<file path="config.mk">
export PLATFORM = sky130hd
export DESIGN_NAME = laser_sensor_config_status_regs
export DESIGN_NICKNAME = d
export VERILOG_FILES = /design/src/rtl/laser_regs_pkg.sv /design/src/rtl/pin_sync.sv /design/src/rtl/serial_shifter.sv /design/src/rtl/laser_sensor_config_status_regs.sv
export SDC_FILE = /design/constraint.sdc
export NUM_CORES = 1
export LEC_CHECK = 0
export ABC_AREA = 0
export BUFFER_PORTS_ARGS = -buffer_cell sky130_fd_sc_hd__buf_2
export CORE_MARGIN = 3
export CORE_UTILIZATION = 50
export DETAILED_ROUTE_END_ITERATION = 12
export PLACE_DENSITY = 0.75
export SETUP_SLACK_MARGIN = 0.05
export SKIP_LAST_GASP = 1
export SLEW_MARGIN = 20
export SYNTH_ARGS = -nofsm -noshare
export SYNTH_HDL_FRONTEND = slang
export SYNTH_HIERARCHICAL = 1
export SYNTH_SLANG_ARGS = --single-unit
</file>
<file path="constraint.sdc">
create_clock -name i_clk -period 5.2 [get_ports i_clk]
set_input_delay 0.52 -clock i_clk [delete_from_list [all_inputs] [get_ports i_clk]]
set_output_delay 0.52 -clock i_clk [all_outputs]
set_load 0.02 [all_outputs]
</file>
<file path="src/rtl/laser_regs_pkg.sv">
package laser_regs_pkg;

  // ------------------------------------------------------------
  // Register addresses on the serial port
  // ------------------------------------------------------------
  localparam logic [6:0] ADDR_MOTION = 7'h02;
  localparam logic [6:0] ADDR_FW_ENABLE = 7'h13;
  localparam logic [6:0] ADDR_LASER_CTRL = 7'h20;
  localparam logic [6:0] ADDR_OBSERVATION = 7'h24;
  localparam logic [6:0] ADDR_CRC_LOW = 7'h25;
  localparam logic [6:0] ADDR_CRC_HIGH = 7'h26;
  localparam logic [6:0] ADDR_FW_REVISION = 7'h2a;
  localparam logic [6:0] ADDR_LIFT_THR = 7'h2e;
  localparam logic [6:0] ADDR_Y_RES = 7'h2f;

  // ------------------------------------------------------------
  // Field positions, codes and reset values
  // ------------------------------------------------------------
  localparam int FORCE_BIT = 0;
  localparam int CW_LSB = 1;
  localparam int CW_MSB = 3;
  localparam int OBS_FRAME_MSB = 5;
  localparam int OBS_FW_BIT = 6;
  localparam int LIFT_MSB = 4;
  localparam logic [2:0] CW_ON = 3'b010;
  localparam logic [2:0] CW_OFF = 3'b000;
  localparam logic [7:0] FW_CRC_CMD = 8'h15;
  localparam logic [7:0] LASER_CTRL_RESET = 8'h81;
  localparam logic [5:0] OBS_RESET = 6'h00;
  localparam logic [4:0] LIFT_RESET = 5'h10;
  localparam logic [7:0] Y_RES_RESET = 8'h01;
  localparam logic [15:0] CRC_RESET = 16'h0000;
  localparam logic [15:0] CPI_PER_STEP = 16'h005a;

  // ------------------------------------------------------------
  // Serial port framing
  // ------------------------------------------------------------
  localparam logic [3:0] ADDR_LAST_BIT = 4'h7;
  localparam logic [3:0] DATA_FIRST_BIT = 4'h8;
  localparam logic [3:0] DATA_LAST_BIT = 4'hf;

  typedef struct packed {
    logic wr;
    logic rd;
    logic [6:0] addr;
    logic [7:0] data;
  } serial_req_t;

endpackage

</file>
<file path="src/rtl/pin_sync.sv">
`timescale 1ns/1ns
`default_nettype none

module pin_sync #(
  parameter logic RESET_VAL = 1'b0
) (
  input wire logic i_clk,
  input wire logic i_srst,
  input wire logic i_pin,
  output logic o_level
);

  logic meta_r;
  logic meta_nxt;
  logic level_r;
  logic level_nxt;

  always_comb
  begin
    meta_nxt = i_pin;
    level_nxt = meta_r;
  end

  always_ff @(posedge i_clk)
  begin
    if (i_srst)
    begin
      meta_r <= RESET_VAL;
      level_r <= RESET_VAL;
    end
    else
    begin
      meta_r <= meta_nxt;
      level_r <= level_nxt;
    end
  end

  assign o_level = level_r;

endmodule

`default_nettype wire

</file>
<file path="src/rtl/serial_shifter.sv">
`timescale 1ns/1ns
`default_nettype none

module serial_shifter (
  input wire logic i_clk,
  input wire logic i_srst,
  input wire logic i_sclk,
  input wire logic i_mosi,
  input wire logic i_ncs,
  input wire logic i_rd_valid,
  input wire logic [7:0] i_rd_data,
  output laser_regs_pkg::serial_req_t o_req,
  output logic o_miso,
  output logic o_miso_oe
);
  import laser_regs_pkg::*;

  logic sclk_d_r;
  logic [3:0] cnt_r;
  logic [3:0] cnt_nxt;
  logic [6:0] shift_in_r;
  logic [6:0] shift_in_nxt;
  logic [6:0] addr_r;
  logic [6:0] addr_nxt;
  logic is_write_r;
  logic is_write_nxt;
  logic [7:0] shift_out_r;
  logic [7:0] shift_out_nxt;
  logic miso_r;
  logic miso_nxt;
  logic oe_r;
  serial_req_t req_r;
  serial_req_t req_nxt;
  logic rise;
  logic fall;

  // ------------------------------------------------------------
  // Frame decode: address byte, then data byte, MSB first
  // ------------------------------------------------------------
  always_comb
  begin
    rise = i_sclk & ~sclk_d_r;
    fall = ~i_sclk & sclk_d_r;
    cnt_nxt = cnt_r;
    shift_in_nxt = shift_in_r;
    addr_nxt = addr_r;
    is_write_nxt = is_write_r;
    shift_out_nxt = shift_out_r;
    miso_nxt = miso_r;
    req_nxt = '0;
    if (i_ncs)
    begin
      cnt_nxt = 4'h0;
    end
    else
    begin
      if (rise)
      begin
        shift_in_nxt = {shift_in_r[5:0], i_mosi};
        cnt_nxt = cnt_r + 4'h1;
        if (cnt_r == ADDR_LAST_BIT)
        begin
          addr_nxt = {shift_in_r[5:0], i_mosi};
          is_write_nxt = shift_in_r[6];
          req_nxt.rd = ~shift_in_r[6];
          req_nxt.addr = {shift_in_r[5:0], i_mosi};
        end
        if (cnt_r == DATA_LAST_BIT)
        begin
          req_nxt.wr = is_write_r;
          req_nxt.addr = addr_r;
          req_nxt.data = {shift_in_r, i_mosi};
        end
      end
      if (fall && (cnt_r >= DATA_FIRST_BIT))
      begin
        miso_nxt = shift_out_r[7];
        shift_out_nxt = {shift_out_r[6:0], 1'b0};
      end
    end
    if (i_rd_valid)
    begin
      shift_out_nxt = i_rd_data;
    end
  end

  always_ff @(posedge i_clk)
  begin
    if (i_srst)
    begin
      sclk_d_r <= 1'b1;
      cnt_r <= 4'h0;
      shift_in_r <= 7'h00;
      addr_r <= 7'h00;
      is_write_r <= 1'b0;
      shift_out_r <= 8'h00;
      miso_r <= 1'b0;
      oe_r <= 1'b0;
      req_r <= '0;
    end
    else
    begin
      sclk_d_r <= i_sclk;
      cnt_r <= cnt_nxt;
      shift_in_r <= shift_in_nxt;
      addr_r <= addr_nxt;
      is_write_r <= is_write_nxt;
      shift_out_r <= shift_out_nxt;
      miso_r <= miso_nxt;
      oe_r <= ~i_ncs;
      req_r <= req_nxt;
    end
  end

  assign o_req = req_r;
  assign o_miso = miso_r;
  assign o_miso_oe = oe_r;

endmodule

`default_nettype wire

</file>
<file path="src/rtl/laser_sensor_config_status_regs.sv">
// What this block does
// - Writing 010 into drive mode bits 3..1 turns continuous-on laser mode on.
// - Writing 000 leaves continuous-on mode; other codes are for software to avoid.
// - Reading the motion register clears drive mode to 000, ending continuous-on.
// - Bit 0 of laser control forces the active-low laser enable to disabled.
// - Active processes set their observation bits 5..0 once each frame.
// - Observation bit 6 reads 1 while running downloaded firmware.
// - Two read-only registers hold the 16-bit firmware CRC result.
// - Writing 0x15 to firmware enable starts the CRC test.
// - Firmware revision reads the revision only when loaded and running, else 0.
// - Lift threshold is five bits, resets to 0x10, higher means higher lift.
// - Y resolution applies only when independent axis reporting is on.
// - Y resolution in cpi is the register value times 90.
`timescale 1ns/1ns
`default_nettype none

module laser_sensor_config_status_regs (
  input wire logic i_clk,
  input wire logic i_srst,
  input wire logic i_sclk,
  input wire logic i_mosi,
  input wire logic i_ncs,
  input wire logic i_frame_tick,
  input wire logic [5:0] i_proc_active,
  input wire logic i_fw_running,
  input wire logic i_fw_download_ok,
  input wire logic [7:0] i_fw_revision,
  input wire logic i_crc_done,
  input wire logic [15:0] i_crc_value,
  input wire logic i_laser_pulse,
  input wire logic i_independent_axis,
  input wire logic [15:0] i_common_y_cpi,
  output logic o_miso,
  output logic o_miso_oe,
  output logic o_crc_start,
  output logic o_laser_drive_enable_low,
  output logic o_continuous_on,
  output logic [4:0] o_lift_threshold_field,
  output logic [15:0] o_y_cpi
);
  import laser_regs_pkg::*;

  // ------------------------------------------------------------
  // Pin synchronisers and serial port
  // ------------------------------------------------------------
  logic sclk_s;
  logic mosi_s;
  logic ncs_s;
  serial_req_t req;

  pin_sync #(.RESET_VAL(1'b1)) u_sync_sclk (
    .i_clk(i_clk),
    .i_srst(i_srst),
    .i_pin(i_sclk),
    .o_level(sclk_s)
  );

  pin_sync #(.RESET_VAL(1'b0)) u_sync_mosi (
    .i_clk(i_clk),
    .i_srst(i_srst),
    .i_pin(i_mosi),
    .o_level(mosi_s)
  );

  pin_sync #(.RESET_VAL(1'b1)) u_sync_ncs (
    .i_clk(i_clk),
    .i_srst(i_srst),
    .i_pin(i_ncs),
    .o_level(ncs_s)
  );

  logic rd_valid_r;
  logic rd_valid_nxt;
  logic [7:0] rd_data_r;
  logic [7:0] rd_data_nxt;

  serial_shifter u_shifter (
    .i_clk(i_clk),
    .i_srst(i_srst),
    .i_sclk(sclk_s),
    .i_mosi(mosi_s),
    .i_ncs(ncs_s),
    .i_rd_valid(rd_valid_r),
    .i_rd_data(rd_data_r),
    .o_req(req),
    .o_miso(o_miso),
    .o_miso_oe(o_miso_oe)
  );

  // ------------------------------------------------------------
  // Register state
  // ------------------------------------------------------------
  logic [2:0] cw_r;
  logic [2:0] cw_nxt;
  logic force_r;
  logic force_nxt;
  logic [3:0] rsvd_r;
  logic [3:0] rsvd_nxt;
  logic [5:0] obs_r;
  logic [5:0] obs_nxt;
  logic [15:0] crc_r;
  logic [15:0] crc_nxt;
  logic [4:0] lift_r;
  logic [4:0] lift_nxt;
  logic [7:0] yres_r;
  logic [7:0] yres_nxt;
  logic crc_start_r;
  logic crc_start_nxt;
  logic laser_en_low_r;
  logic laser_en_low_nxt;
  logic cont_on_r;
  logic cont_on_nxt;
  logic [15:0] y_cpi_r;
  logic [15:0] y_cpi_nxt;
  logic wr_hit;

  always_comb
  begin
    cw_nxt = cw_r;
    force_nxt = force_r;
    rsvd_nxt = rsvd_r;
    lift_nxt = lift_r;
    yres_nxt = yres_r;
    crc_nxt = crc_r;
    crc_start_nxt = 1'b0;
    wr_hit = req.wr && (req.addr == ADDR_OBSERVATION);
    // Write stores value; a frame's set wins over a same-cycle clear
    obs_nxt = wr_hit ? req.data[OBS_FRAME_MSB:0] : obs_r;
    if (i_frame_tick)
    begin
      obs_nxt = obs_nxt | i_proc_active;
    end
    if (req.wr)
    begin
      unique case (req.addr)
        ADDR_LASER_CTRL:
        begin
          cw_nxt = req.data[CW_MSB:CW_LSB];
          force_nxt = req.data[FORCE_BIT];
          // Reserved bits keep their reset pattern until written
          rsvd_nxt = req.data[7:CW_MSB + 1];
        end
        ADDR_FW_ENABLE:
        begin
          crc_start_nxt = (req.data == FW_CRC_CMD);
        end
        ADDR_LIFT_THR:
        begin
          lift_nxt = req.data[LIFT_MSB:0];
        end
        ADDR_Y_RES:
        begin
          yres_nxt = req.data;
        end
        default:
        begin
          cw_nxt = cw_r;
        end
      endcase
    end
    if (req.rd && (req.addr == ADDR_MOTION))
    begin
      cw_nxt = CW_OFF;
    end
    if (i_crc_done)
    begin
      crc_nxt = i_crc_value;
    end
  end

  // ------------------------------------------------------------
  // Read data
  // ------------------------------------------------------------
  always_comb
  begin
    rd_valid_nxt = req.rd;
    rd_data_nxt = rd_data_r;
    if (req.rd)
    begin
      // Unused bits read as zero; laser reserved bits echo their stored value
      unique case (req.addr)
        ADDR_LASER_CTRL: rd_data_nxt = {rsvd_r, cw_r, force_r};
        ADDR_OBSERVATION: rd_data_nxt = {1'b0, i_fw_running, obs_r};
        ADDR_CRC_LOW: rd_data_nxt = crc_r[7:0];
        ADDR_CRC_HIGH: rd_data_nxt = crc_r[15:8];
        ADDR_FW_REVISION: rd_data_nxt = (i_fw_download_ok && i_fw_running) ? i_fw_revision : 8'h00;
        ADDR_LIFT_THR: rd_data_nxt = {3'h0, lift_r};
        ADDR_Y_RES: rd_data_nxt = yres_r;
        default: rd_data_nxt = 8'h00;
      endcase
    end
  end

  // ------------------------------------------------------------
  // Laser outputs
  // ------------------------------------------------------------
  always_comb
  begin
    cont_on_nxt = (cw_r == CW_ON);
    laser_en_low_nxt = force_r ? 1'b1 : ~(i_laser_pulse | cont_on_nxt);
  end

  // ------------------------------------------------------------
  // Resolution output
  // ------------------------------------------------------------
  always_comb
  begin
    y_cpi_nxt = i_common_y_cpi;
    if (i_independent_axis)
    begin
      y_cpi_nxt = 16'(16'(yres_r) * CPI_PER_STEP);
    end
  end

  // ------------------------------------------------------------
  // Laser control registers
  // ------------------------------------------------------------
  always_ff @(posedge i_clk)
  begin
    if (i_srst)
    begin
      rsvd_r <= LASER_CTRL_RESET[7:CW_MSB + 1];
      cw_r <= LASER_CTRL_RESET[CW_MSB:CW_LSB];
      force_r <= LASER_CTRL_RESET[FORCE_BIT];
      laser_en_low_r <= 1'b1;
      cont_on_r <= 1'b0;
    end
    else
    begin
      rsvd_r <= rsvd_nxt;
      cw_r <= cw_nxt;
      force_r <= force_nxt;
      laser_en_low_r <= laser_en_low_nxt;
      cont_on_r <= cont_on_nxt;
    end
  end

  // ------------------------------------------------------------
  // Observation and CRC registers
  // ------------------------------------------------------------
  always_ff @(posedge i_clk)
  begin
    if (i_srst)
    begin
      obs_r <= OBS_RESET;
      crc_r <= CRC_RESET;
      crc_start_r <= 1'b0;
    end
    else
    begin
      obs_r <= obs_nxt;
      crc_r <= crc_nxt;
      crc_start_r <= crc_start_nxt;
    end
  end

  // ------------------------------------------------------------
  // Configuration registers
  // ------------------------------------------------------------
  always_ff @(posedge i_clk)
  begin
    if (i_srst)
    begin
      lift_r <= LIFT_RESET;
      yres_r <= Y_RES_RESET;
      y_cpi_r <= 16'h0000;
    end
    else
    begin
      lift_r <= lift_nxt;
      yres_r <= yres_nxt;
      y_cpi_r <= y_cpi_nxt;
    end
  end

  // ------------------------------------------------------------
  // Read data registers
  // ------------------------------------------------------------
  always_ff @(posedge i_clk)
  begin
    if (i_srst)
    begin
      rd_valid_r <= 1'b0;
      rd_data_r <= 8'h00;
    end
    else
    begin
      rd_valid_r <= rd_valid_nxt;
      rd_data_r <= rd_data_nxt;
    end
  end

  assign o_crc_start = crc_start_r;
  assign o_laser_drive_enable_low = laser_en_low_r;
  assign o_continuous_on = cont_on_r;
  assign o_lift_threshold_field = lift_r;
  assign o_y_cpi = y_cpi_r;

endmodule

`default_nettype wire

</file>
Word-level counts from Yosys, hierarchy flattened
Cells that the tools add are included.

storage, ports and cells
  bits in registers = 124
  input port bits = 57
  output and inout port bits = 26
  logic and storage cells = 93

operators by class
  $add $sub $neg = 1
  multiply operators = 1
  order comparisons = 1
  equality and inequality tests = 14
  mux-type cells = 10
  bitwise operators = 14
  reduce and logical (&&, ||, !) cells = 20

operator list
  cell                  count
  $pmux 8 s7            1
  $eq 7x6->1 const B    7
  $mux 8                4
  $mux 15               2
  $mul 8x6->14 const B  1
  $mux 6                2
  $reduce_and 2->1      6
  $not 1->1             10
  $eq 8x5->1 const B    1
  $reduce_or 2->1       4
  $reduce_or 4->1       2
  $eq 7x2->1 const B    1
  $eq 7x5->1 const B    1
  $mux 7                1
  $or 6x6->6            1
  $reduce_or 3->1       2
  $add 4x1->4 const B   1
  $eq 4x3->1 const B    1
  $eq 4x4->1 const B    1
  $ge 4x4->1 const B    1
  $logic_and 1x1->1     4
  $eq 3x2->1 const B    1
  $reduce_and 3->1      1
  $and 1x1->1           2
  other kinds (3)       3

Longest topological paths before layout
  depth after elaboration = 6
  depth in mapped cells = 12
  depth with buffers taken out = 12

Hierarchy
The synthesis kept the hierarchy.

by module, submodules not included
  module                           instances  cells each  area each (um2)  seq. area each (um2)
  laser_sensor_config_status_regs  1          460         4137.7           1421.4
  serial_shifter                   1          181         1871.8           940.9
  pin_sync                         3          4           52.6             40.0

Worst setup path after synthesis
Ideal clock, no wire load.

  path kind = flip-flop to flip-flop
  from = register yres_r[4]
  to = register y_cpi_r[13], in the netlist o_y_cpi[13]
  library setup time = 115 ps
  arrival = 3015 ps
  data required time = 5085 ps
  setup slack = 2070 ps
  stages on the path, launching flop included = 11
  path buffers = 0
  clock period less this slack = 3130 ps
  cell sequence = dfxtp_1 -> ha_1 -> fa_1 -> inv_1 -> fa_1 -> inv_1 -> ha_1 -> nor2b_1 -> o31a_1 -> o221a_2 -> a2111oi_0

between the ends
  cells in the longest elaborated chain, start to end = 2

RTL lines
  item                      RTL line                                text
  start: declaration        laser_sensor_config_status_regs.sv:105  logic [7:0] yres_r;
  start signal: assignment  laser_sensor_config_status_regs.sv:271  yres_r <= yres_nxt;
  $mul 8x6->14              laser_sensor_config_status_regs.sv:211  y_cpi_nxt = 16'(16'(yres_r) * CPI_PER_STEP);
  $mux 15                   laser_sensor_config_status_regs.sv:209  if (i_independent_axis)
  end signal: assignment    laser_sensor_config_status_regs.sv:272  y_cpi_r <= y_cpi_nxt;
  end: declaration          laser_sensor_config_status_regs.sv:113  logic [15:0] y_cpi_r;

No other way between the ends.
A chain may end at the register's enable or synchronous reset.

Worst setup path in the final report
  from = register yres_r[4]
  to = register y_cpi_r[12], in the netlist o_y_cpi[12]

Same word-level chain as after synthesis.

==> flow_summary.ini <==
[floorplan]
die_height_um = 117
std_cell_rows = 39
fp.dieW_um = 117
initial_utilization = 0.527
die_area_um2 = 13700
core-area_um2 = 11700
io_pins = 83

[cells_and_area]
final_net_count = 813
layout.cells.most_common_list = dfxtp_1, buf_2, nor2_1, mux2i_1, inv_1
commonest_non_fill_non_tap_cell_in_the_layout = dfxtp_1
final_layout_size_suffix_gt1_frac = 0.199
area_growth_synth_to_finish_pct = 16.7
antenna_cells_inserted = 0
post-route-util = 0.614

[job]
drv.max_cap_violation_count = 0

[yosys]
async_sr_flop_fraction = 0
ys_ff_latch = 124
synth_flop_cell = dfxtp_1
yosys_warnings = 6
synth_nets = 747
area_of_the_mapped_netlist_um2 = 6170
synth_cells = 653
yosysTopAreaCellShare = 0.403
netlist-cell-type-count = 68
synth_sequential_area_ratio = 0.403
syn_avg_cell_area_um2 = 9.44
synth-edff-count = 0
synthTopCellsByArea = dfxtp_1, mux2i_1, ha_1, nor2_1, fa_1
synth.largest_area_cell = dfxtp_1

[sta]
timing.final.ws_setup_ps = 1800
max-slew-margin-rel = 0.288
hold_viol = 0
finalHoldWorstSlack_ps = 283
max_slew.worst_pin.slew_ps = 1070
layout_min_cycle_time_ps = 3400
grt_setup_unrepaired = false
max_clock_freq_mhz = 294
setup_clock_skew_after_layout_ps = 5.50
finalCritPeriodShare = 0.654
final_max_slew_viol_count = 0
finalSetupViolCount = 0
final_sum_of_negative_setup_slack_ps = 0

[power]
power_leakage_nw = 2.92
total_switching_power_w = 0.000465
internal_w = 0.00176
ir_drop_mv = 0.244
pwr-share-comb = 0.044
power.clock.fraction = 0.516
p_seq_frac = 0.440
power-per-cell-area_nw_per_um2 = 310
swShare = 0.209

[run_status]
run_status = completed

[detailed_routing]
detail_route.drc_violations = 0
wl_mm = 14.7
num_vias = 4979
drt_iter0_drc = 610
drt_pass1_iterations = 6
detail_route.wl_per_cell_um = 16.8
viasPerCell = 5.71
ant_nets = 0

[hold_path]
min_delay_path_depth = 2
worst_hold_path_type = primary input to flop
hold_start = i_ncs

[critical_path]
setup.worst_path.end = o_y_cpi[12]
rr_endpoint = o_y_cpi[12]
critPathCaptureType = flop
worstRegToRegCells = 10
crit_type = flop to flop
cp.required_ps = 5500
timing.critical_path.from = yres_r[4]
reg2reg_setup_slack_ps = 1800
timing.critical_path.fanout_max = 5
reg2reg_from = yres_r[4]
cp_data_arrival_time_ps = 3700
critical_path.startpoint_type = flop

[clocking]
htreeDepth = 4
cts.repair_timing.setup_buffer_count = 0
clk_transition_reported_paths_ps = 50
cts_buffer_count = 17
cts.root.buffer_cell = clkbuf_16
hold_buffers = 0
tritoncts_clock_tree = built
cts.repair.resized = 0
numClockSinks = 124
cts.path.max_buffers = 2
worst_skew_pair.late_latency_ps = 420

[global_routing]
grt_antenna_before_repair = 0
grt_remaining_overflow = 0
pin_count_of_the_biggest_net_entering_global_routing = 91
grt_pass1_wl_mm = 23.8
globalRouteTotalUtil = 0.225
number_of_global_route_vias_before_repair = 4846

[place]
io_buffer_count = 82
hpwl_detailed_mm = 10.4
place_ws_ps = 1870
gp_congestion = 0.965
## kinds of logic (layout without fill, tap and decap cells)
group | after synthesis | in the layout | synth area share
AND/OR/NAND/NOR | 230 | 230 | 0.203
flip-flops | 124 | 124 | 0.403
AO/OA/AOI/OAI | 94 | 94 | 0.115
buffers and inverters | 88 | 164 | 0.0617
multiplexers | 79 | 79 | 0.128
adder cells (fa/ha/maj) | 37 | 37 | 0.0872
XOR/XNOR | 1 | 1 | 0.00142
## cell usage after synthesis, drive strengths merged (12+ instances only)
master,instances
dfxtp,124
nor2,79
mux2i,78
inv,49
a21oi,29
ha,27
nand2,27
clkbuf,21
nand2b,20
buf,18
nor3,18
nand3,14
nor2b,13
a2111oi,12
## critical path: stages (launching register included)
cell and delay (ps):
dfxtp_1 350, ha_1 350, fa_1 540, inv_1 50
fa_1 490, inv_1 50, ha_1 230, a211oi_1 540
o211ai_1 210, and3_1 180, a311o_1 310
## per-layer routing
layer	wire, um	vias to the layer above	global-route usage
met3	764	33	0.0550
met1	6430	2344	0.281
met2	7030	187	0.369
met4	442	0	0.0994
li1	-	2415	-
met5	0	-	0
## power by group through the flow
stage | Sequential, W | Clock (W) | Combinational [W]
2_1_floorplan | 0.00100 | 0 | 0.0000492
3_3_place_gp | 0.000999 | 0 | 0.0000960
3_5_place_dp | 0.00100 | 0 | 0.0000982
4_1_cts | 0.000980 | 0.00116 | 0.0000986
5_1_grt | 0.000981 | 0.00121 | 0.000108
6_report | 0.000980 | 0.00115 | 0.0000982
## worst min path at each step
stage / slack [ps] / end
6_report: 280 / u_sync_ncs/level_nxt
5_1_grt: 280 / u_sync_sclk/level_nxt
4_1_cts: 270 / u_sync_ncs/level_nxt
3_5_place_dp: 390 / u_sync_ncs/o_level
3_3_place_gp: 390 / u_sync_ncs/o_level
2_1_floorplan: 380 / u_sync_ncs/o_level
## through the flow
stage	cells	power, W	instance area [um2]
2_1_floorplan	653	0.00105	6170
3_3_place_gp	842	0.00110	6600
3_5_place_dp	842	0.00110	6610
4_1_cts	871	0.00224	7180
5_1_grt	872	0.00230	7190
6_report	872	0.00223	7190
## registers in the layout (all words and copies together) (netlist names), 3 cells and up
signal / count
u_shifter/o_req: 17
crc_r: 16
o_y_cpi: 16
rd_data_r: 8
u_shifter/shift_out_r: 8
yres_r: 8
u_shifter/addr_r: 7
u_shifter/shift_in_r: 7
obs_r: 6
o_lift_threshold_field: 5
rsvd_r: 4
u_shifter/cnt_r: 4
cw_r: 3
## cell type report
| cell class | instances | area, um2 |
|---|---|---|
| Clock buffer | 24 | 492 |
| Clock inverter | 5 | 85.1 |
| Fill cell | 999 | 4520 |
| Inverter | 49 | 184 |
| Multi-Input combinational cell | 441 | 3330 |
| Sequential cell | 124 | 2480 |
| Tap cell | 143 | 179 |
| Timing Repair Buffer | 86 | 447 |
No activity file was read; power rests on OpenSTA's default activity.
